### src/hdl/smal_defines.vh
/*
 static mac lookup: field positions, codes, sizes and reset values.
 assumes inclusion by both design files.
*/
`ifndef SMAL_DEFINES_VH
`define SMAL_DEFINES_VH
`define SMAL_ENTRIES 32
`define SMAL_IDX_W 5
`define SMAL_ENTRY_W 64
`define SMAL_MAC_LSB 0
`define SMAL_MAC_MSB 47
`define SMAL_PORTS_LSB 48
`define SMAL_PORTS_MSB 52
`define SMAL_VALID_BIT 53
`define SMAL_OVR_BIT 54
`define SMAL_RD_USE_BIT 56
`define SMAL_RD_FG_LSB 57
`define SMAL_RD_FG_MSB 63
`define SMAL_WR_USE_BIT 55
`define SMAL_WR_FG_LSB 56
`define SMAL_WR_FG_MSB 62
`define SMAL_SEL_RD 8'h10
`define SMAL_SEL_WR 8'h00
`define SMAL_PORTS_RESERVED 5'h01
`define SMAL_PORTS_ALL 5'h1f
`define SMAL_ENTRY_RESET 64'h0000000000000000
`endif

### src/hdl/smal_store.v
/*
 smal_store: 32 x 64 static entry memory, registered read data.
 assumes one writer, the indirect access path of the top.
*/
`timescale 1ns/1ps
`include "smal_defines.vh"
module smal_store (
   input wire clk,
   input wire we,
   input wire [4:0] waddr,
   input wire [63:0] wdata,
   input wire [4:0] raddr,
   output reg [63:0] rdata
);
   reg [63:0] mem [0:`SMAL_ENTRIES-1];
   always @(posedge clk) begin
      if (we) begin
         mem[waddr] <= wdata;
      end
      rdata <= mem[raddr];
   end
endmodule // smal_store

### src/hdl/smal_lookup.v
/*
 smal_lookup: static mac address table with indirect access and
 destination lookup merged with the dynamic table answer.
 assumes a register front end decodes spi writes into the indirect
 data image, selection code and trigger strobe; dynamic table and
 forwarding logic outside supply and take the lookup signals.
*/
// Function
// - destination lookup searches static and dynamic tables
// - source lookup uses dynamic table only
// - static destination match beats dynamic match
// - static store reachable only through spi path
// - static entries never age out
// - 32 entries, documented read image layout
// - write image uses its own packing
// - filter group joins match when flag set
// - override forwards despite spanning tree disable
// - entries without valid flag count as absent
// - port map one bit per port, ones broadcast
`timescale 1ns/1ps
`include "smal_defines.vh"
module smal_lookup (
   input wire clk,
   input wire resetn,
   input wire [63:0] ind_wdata,
   input wire [7:0] ind_select,
   input wire ind_trigger,
   input wire [4:0] ind_index,
   output reg [63:0] ind_rdata,
   output reg ind_rvalid,
   output reg ind_busy,
   input wire lu_req,
   input wire lu_is_da,
   input wire [47:0] lu_mac,
   input wire [6:0] lu_filter_group_id,
   input wire [4:0] lu_ingress_map,
   input wire [4:0] lu_stp_ok_map,
   input wire dyn_hit,
   input wire [4:0] dyn_ports,
   input wire [4:0] flood_ports,
   output reg res_valid,
   output reg res_static_hit,
   output reg res_override,
   output reg [4:0] res_ports
);
   localparam ST_IDLE = 4'b0001;
   localparam ST_WAIT = 4'b0010;
   localparam ST_SCAN = 4'b0100;
   localparam ST_DONE = 4'b1000;

   reg [3:0] state;
   reg [3:0] next_state;
   reg [4:0] scan_idx;
   reg rd_pending;
   reg scan_hit;
   reg [4:0] hit_ports;
   reg hit_ovr;
   reg [47:0] q_mac;
   reg [6:0] q_fg;
   reg q_da;
   reg [4:0] q_ing;
   reg [4:0] q_stp;
   reg q_dyn_hit;
   reg [4:0] q_dyn_ports;
   reg [4:0] q_flood;
   wire [63:0] mem_rdata;
   wire mem_we;
   wire [63:0] mem_wdata;
   wire [4:0] mem_raddr;

   // write image to stored (read) packing
   function [63:0] pack_write;
      input [63:0] w;
      begin
         pack_write = `SMAL_ENTRY_RESET;
         pack_write[`SMAL_RD_FG_MSB:`SMAL_RD_FG_LSB] = w[`SMAL_WR_FG_MSB:`SMAL_WR_FG_LSB];
         pack_write[`SMAL_RD_USE_BIT] = w[`SMAL_WR_USE_BIT];
         pack_write[`SMAL_OVR_BIT] = w[`SMAL_OVR_BIT];
         pack_write[`SMAL_VALID_BIT] = w[`SMAL_VALID_BIT];
         pack_write[`SMAL_PORTS_MSB:`SMAL_PORTS_LSB] = w[`SMAL_PORTS_MSB:`SMAL_PORTS_LSB];
         pack_write[`SMAL_MAC_MSB:`SMAL_MAC_LSB] = w[`SMAL_MAC_MSB:`SMAL_MAC_LSB];
      end
   endfunction

   // entry match against address and optional filter group
   function entry_match;
      input [63:0] e;
      input [47:0] mac;
      input [6:0] fg;
      begin
         entry_match = e[`SMAL_VALID_BIT] &&
            (e[`SMAL_MAC_MSB:`SMAL_MAC_LSB] == mac) &&
            (!e[`SMAL_RD_USE_BIT] || (e[`SMAL_RD_FG_MSB:`SMAL_RD_FG_LSB] == fg));
      end
   endfunction

   // manager access has priority in idle; a lookup does not start while any trigger is high
   assign mem_we = ind_trigger && (ind_select == `SMAL_SEL_WR);
   assign mem_wdata = pack_write(ind_wdata);
   assign mem_raddr = (state == ST_IDLE) ? ind_index : scan_idx;

   smal_store u_store (
      .clk(clk),
      .we(mem_we),
      .waddr(ind_index),
      .wdata(mem_wdata),
      .raddr(mem_raddr),
      .rdata(mem_rdata)
   );

   always @* begin
      next_state = state;
      case (state)
         ST_IDLE: begin
            if (lu_req && !ind_trigger) begin
               next_state = lu_is_da ? ST_WAIT : ST_DONE;
            end
         end
         ST_WAIT: begin
            next_state = ST_SCAN;
         end
         ST_SCAN: begin
            // data lag one index: wrap to zero means entry 31 is on the bus
            if (scan_idx == 5'h00) begin
               next_state = ST_DONE;
            end
         end
         ST_DONE: begin
            next_state = ST_IDLE;
         end
         default: begin
            next_state = ST_IDLE;
         end
      endcase
   end

   // scan is 32 reads: slow but a single memory port, no cam
   always @(posedge clk) begin
      if (!resetn) begin
         state <= ST_IDLE;
         scan_idx <= 5'h00;
         scan_hit <= 1'b0;
         hit_ports <= 5'h00;
         hit_ovr <= 1'b0;
         q_mac <= 48'h000000000000;
         q_fg <= 7'h00;
         q_da <= 1'b0;
         q_ing <= 5'h00;
         q_stp <= 5'h00;
         q_dyn_hit <= 1'b0;
         q_dyn_ports <= 5'h00;
         q_flood <= 5'h00;
         res_valid <= 1'b0;
         res_static_hit <= 1'b0;
         res_override <= 1'b0;
         res_ports <= 5'h00;
      end else begin
         state <= next_state;
         res_valid <= 1'b0;
         case (state)
            ST_IDLE: begin
               if (lu_req && !ind_trigger) begin
                  q_mac <= lu_mac;
                  q_fg <= lu_filter_group_id;
                  q_da <= lu_is_da;
                  q_ing <= lu_ingress_map;
                  q_stp <= lu_stp_ok_map;
                  q_dyn_hit <= dyn_hit;
                  q_dyn_ports <= dyn_ports;
                  q_flood <= flood_ports;
                  scan_idx <= 5'h00;
                  scan_hit <= 1'b0;
               end
            end
            ST_WAIT: begin
               scan_idx <= 5'h01;
            end
            ST_SCAN: begin
               // first valid match in index order wins
               if (!scan_hit && entry_match(mem_rdata, q_mac, q_fg)) begin
                  scan_hit <= 1'b1;
                  hit_ports <= mem_rdata[`SMAL_PORTS_MSB:`SMAL_PORTS_LSB];
                  hit_ovr <= mem_rdata[`SMAL_OVR_BIT];
               end
               scan_idx <= scan_idx + 5'h01;
            end
            ST_DONE: begin
               res_valid <= 1'b1;
               if (q_da && scan_hit) begin
                  res_static_hit <= 1'b1;
                  res_override <= hit_ovr;
                  // reserved bit 0 dropped, ingress excluded
                  res_ports <= hit_ports & ~`SMAL_PORTS_RESERVED & ~q_ing &
                     (hit_ovr ? `SMAL_PORTS_ALL : q_stp);
               end else begin
                  res_static_hit <= 1'b0;
                  res_override <= 1'b0;
                  res_ports <= (q_dyn_hit ? q_dyn_ports : q_flood) & ~`SMAL_PORTS_RESERVED & ~q_ing &
                     q_stp;
               end
            end
            default: begin
               scan_idx <= 5'h00;
            end
         endcase
      end
   end

   // wait cycle addresses entry 0, so the scan sees all 32 entries
   // indirect read path, valid one cycle after the store's registered data
   always @(posedge clk) begin
      if (!resetn) begin
         rd_pending <= 1'b0;
         ind_rdata <= `SMAL_ENTRY_RESET;
         ind_rvalid <= 1'b0;
         ind_busy <= 1'b0;
      end else begin
         rd_pending <= ind_trigger && (ind_select == `SMAL_SEL_RD) && (state == ST_IDLE);
         ind_rvalid <= rd_pending;
         ind_busy <= (next_state != ST_IDLE);
         if (rd_pending) begin
            // stored packing is the read image, bit 55 reads zero
            ind_rdata <= mem_rdata;
         end
      end
   end
   // no aging path exists: only mem_we writes the store
endmodule // smal_lookup

### config.mk
export PLATFORM = sky130hd
export DESIGN_NAME = smal_lookup
export DESIGN_NICKNAME = d
export VERILOG_FILES = /design/src/hdl/smal_store.v /design/src/hdl/smal_lookup.v
export VERILOG_INCLUDE_DIRS = /design/src /design/src/hdl
export SDC_FILE = /design/constraint.sdc
export NUM_CORES = 2
export LEC_CHECK = 0
export ABC_AREA = 1
export BUFFER_PORTS_ARGS = -buffer_cell sky130_fd_sc_hd__buf_4
export CAP_MARGIN = 20
export CORE_MARGIN = 2
export CORE_UTILIZATION = 35
export DETAILED_ROUTE_END_ITERATION = 8
export PLACE_DENSITY = 0.57
export SLEW_MARGIN = 25
export SYNTH_ARGS = -nofsm -noshare
export SYNTH_HDL_FRONTEND = slang
export SYNTH_HIERARCHICAL = 1
export SYNTH_SLANG_ARGS = --single-unit
### constraint.sdc
create_clock -name clk -period 4.6 [get_ports clk]
set_input_delay 0 -clock clk [delete_from_list [all_inputs] [get_ports clk]]
set_output_delay 0 -clock clk [all_outputs]
set_load 0.005 [all_outputs]
==> results by group <==
Run status
  • Outcome: completed

Setup path
  • R2R Path Start: state[2]$_SDFF_PN0_
  • WS Path Type: in -> reg
  • Crit. End Element: flip-flop
  • Crit Path Max Fanout: 22
  • Depth of the most critical reg-to-reg path: 16
  • Startpoint Class: input port
  • Crit path arrival time: 4.58 ns
  • RR Endpoint: u_store/rdata[36]$_DFF_P_
  • Flop2flop setup slack: 1.20 ns
  • Required time worst endpoint: 5.13 ns

Die
  • Initial cell density of the core: a little over a third
  • Num rows: 185
  • Top Ports: 232
  • Area of the core: approximately 250000 um^2
  • Die W: about 500 um
  • Die area: 260600 um^2
  • Die Span Y: about 500 um

Global route
  • Pin count of the biggest net entering global routing: 186
  • First-pass GRT wire length: 397300 um
  • Total GRT Usage: about a fifth
  • GR Util met3: 3.016%
  • Initial antenna violation count: 31
  • Met1 Usage GRT: 28.35%
  • Met2 usage: 34.13%
  • GRT overflow: 0
  • Vias in the first global route: 57400
  • Layer carrying the most global-route usage: met2

CTS
  • Post-CTS Setup Inserts: 0
  • TritonCTS clock tree: built
  • Clock Tree Buf Depth: 3
  • CTS Buf Count: between 200 and 250
  • CTS root buffer: clkbuf_16
  • Clk_lat worst skew: about 0.87 ns
  • Reg clk slew, reported paths: roughly 0.06 ns
  • Number of H-tree levels: 4
  • Clk sinks: 2274

Worst hold path
  • Hold path depth: 4
  • Hold path start: lu_mac[43]
  • Hold Crit Class: in -> reg
  • Hold EP: q_mac[43]$_SDFFE_PN0P_

Synthesis
  • Top_reg_cell synth: edfxtp_1
  • Synth async-reset ratio: 0%
  • Post-synthesis cell count: between 7000 and 8000
  • Yosys top cell area share: 68.50%
  • Top post-synthesis cells by area: edfxtp_1, nand2_1, nand3_1, dfxtp_1, buf_2
  • FF+latch count, synth: 2274
  • Post-synthesis area per instance: ~12 um^2
  • Post-synth top cells: nand2_1, edfxtp_1, nand3_1
  • Cell Area, Synth: ~90000 um^2
  • Synth cell types: 35
  • Largest area contributor in the netlist: edfxtp_1
  • Number of enable flip-flop cells after synthesis: 2048
  • Yosys warning count: 6
  • Seq/Total Area, Yosys: 73.54%
  • Most common cell in the netlist: nand2_1

Timing
  • RSZ-0062 raised after global routing: no
  • Max-Slew Margin vs Limit: 25.35%
  • Final hold violation count: 0
  • Tcrit/Tclk final: 87.98%
  • Hold_ws: 0.06557 ns
  • Worst setup margin: around 0.55 ns
  • Min cycle time layout: 4.047 ns
  • Max frequency: 247.1 MHz
  • Max Slew Vio Count: 0
  • Setup violations, final: 0
  • Worst clock skew: 0.05063 ns
  • Slew of the pin with the lowest slew margin: about 1.1 ns
  • Setup TNS: 0 ns

Power
  • Combinational share of power: just over 10%
  • Switching Share: 25.16%
  • Power density over the cells: 434.7 nW/um^2
  • Flop pwr share: 50.3%
  • Total power: 45.95 mW
  • Internal power: 34.39 mW
  • P_leak: 38.16 nW
  • Share of total power in the clock network: 39.6%
  • Net Sw Power: 11.56 mW
  • VDD IR max: 0.3646 mV

Detailed routing
  • # DRC: 0
  • Iteration-0 DRC count of the detailed router: 6647
  • Vias per cell: 5.231
  • Wire length per cell: ~24 um
  • Routed wire length: 275900 um
  • DR vias: 61160
  • Antenna-violating nets left: 0
  • First-pass detailed-route iteration total: 6

Place
  • GPL Wtd Cong: 0.8263
  • Place WS: ~1.2 ns
  • Placed Cells: 11020
  • DP HPWL: 139300 um
  • Number of buffers added on ports: ~230

Cells and area
  • Post-layout net count: 8281
  • Synthesis-to-layout area growth: 17.75%
  • Share of cells above drive strength 1: approximately 9.3%
  • Non-Filler Instances: roughly 12000

Job
  • Max_cap viols: 0
==> registers in the layout, summed over array words and instances (netlist names), 4 cells and up <==
signal / flops
res_ports: 4
q_mac: 48
q_flood: 4
ind_rdata: 64
hit_ports: 4
q_fg: 7
q_ing: 4
q_dyn_ports: 4
u_store/mem: 2048
state: 4
q_stp: 4
scan_idx: 5
u_store/rdata: 64
==> power by group through the flow <==
stage                     combinational, mW  clock [mW]  sequential, mW
after floorplan                        2.86           0            23.2
after global placement                 4.39           0            23.5
after detailed placement               4.42           0            23.5
after CTS                              4.63        18.5            23.1
after global routing                   5.13        19.2            23.1
final                                  4.65        18.2            23.1
==> metal layers <==
layer  wire, um  up-vias
li1           -    27860
met1     115600    30350
met2     131400     2478
met3      21130      461
met4       7726       12
met5         80        -
==> critical path, cell delays in order <==
cell,delay [ns]
dlygate4sd3_1,0.56
buf_4,0.14
dlygate4sd3_1,0.54
nor2_1,0.14
inv_1,0.06
nor4_1,0.92
buf_4,0.28
nand3_1,0.08
dlygate4sd3_1,0.57
buf_4,0.22
nor2_4,0.67
buf_12,0.32
==> how the worst max path moves through the flow <==
stage	startpoint	slack (ns)	end	cells past startpoint
floorplan	ind_select[1]	0.17	u_store/mem[27][0]$_DFFE_PP_	4
global placement	ind_select[1]	1.11	u_store/mem[20][32]$_DFFE_PP_	8
detailed placement	ind_select[1]	1.18	u_store/mem[20][32]$_DFFE_PP_	8
CTS	ind_select[5]	0.86	u_store/mem[1][22]$_DFFE_PP_	12
global route	ind_select[5]	0.68	u_store/mem[1][22]$_DFFE_PP_	12
finish	ind_select[5]	0.55	u_store/mem[1][22]$_DFFE_PP_	12
==> final cells by class <==
class	instances	area (um^2)
Inverter	134	544.3
Multi-Input combinational cell	4857	21320
Sequential cell	2274	66030
Tap cell	3366	4212
Antenna cell	8	20.02
Clock buffer	315	6232
Fill cell	23590	148900
Clock inverter	106	1084
Timing Repair Buffer	632	6266
==> cell usage in the layout (no fill, tap or decap), types with 3 or more instances in the layout <==
| master | Yosys | final |
|---|---|---|
| nand2_1 | 2540 | 2540 |
| edfxtp_1 | 2048 | 2048 |
| nand3_1 | 1811 | 1811 |
| buf_4 | 29 | 316 |
| dlygate4sd3_1 | 0 | 243 |
| clkbuf_16 | 0 | 226 |
| dfxtp_1 | 226 | 225 |
| o21ai_0 | 158 | 153 |
| nor2_1 | 160 | 128 |
| inv_1 | 125 | 123 |
| a21oi_1 | 103 | 103 |
| buf_12 | 0 | 73 |
| clkbuf_1 | 124 | 63 |
| clkinv_2 | 0 | 40 |
| nor2_4 | 3 | 35 |
| conb_1 | 1 | 33 |
| clkinv_1 | 0 | 29 |
| clkbuf_8 | 0 | 24 |
| bufinv_16 | 0 | 15 |
| nand4_1 | 12 | 12 |
| diode_2 | 0 | 8 |
| xnor2_1 | 8 | 8 |
| inv_2 | 8 | 5 |
| o21ai_4 | 0 | 5 |
| inv_16 | 0 | 5 |
| inv_6 | 0 | 5 |
| clkinvlp_4 | 0 | 5 |
| nor3_1 | 4 | 4 |
| and2_1 | 4 | 4 |
| o2111ai_1 | 4 | 4 |
| clkinv_16 | 0 | 4 |
| clkinv_4 | 0 | 4 |
| xor2_1 | 3 | 3 |
==> cells by family (layout without fill, tap and decap cells) <==
| group | count (synthesis) | after routing | share of synthesized area [%] |
|---|---|---|---|
| and+or+nand+nor | 4542 | 4542 | 21.62 |
| DFF | 2274 | 2274 | 73.54 |
| xor gates and xnor gates | 11 | 11 | 0.1073 |
| adders and majority gates | 2 | 2 | 0.02787 |
| AOI/OAI and AO/OA | 269 | 269 | 1.525 |
| buffers and inverters | 621 | 1187 | 3.171 |
| other | 1 | 41 | 0.004177 |
==> metrics by stage <==
stage / instance area [um^2] / utilization, %
2_1_floorplan: 89900 / -
3_3_place_gp: 95940 / 37.68
3_5_place_dp: 95940 / 37.68
4_1_cts: 105700 / 41.51
5_1_grt: 105700 / 41.51
6_report: 105700 / 41.52
==> repair_timing <==
item,4_1_cts,5_1_grt
hold buffers,243,0
gates resized for setup,0,0
endpoints found under the hold margin,2239,0
(Power assumes the default switching activity.)
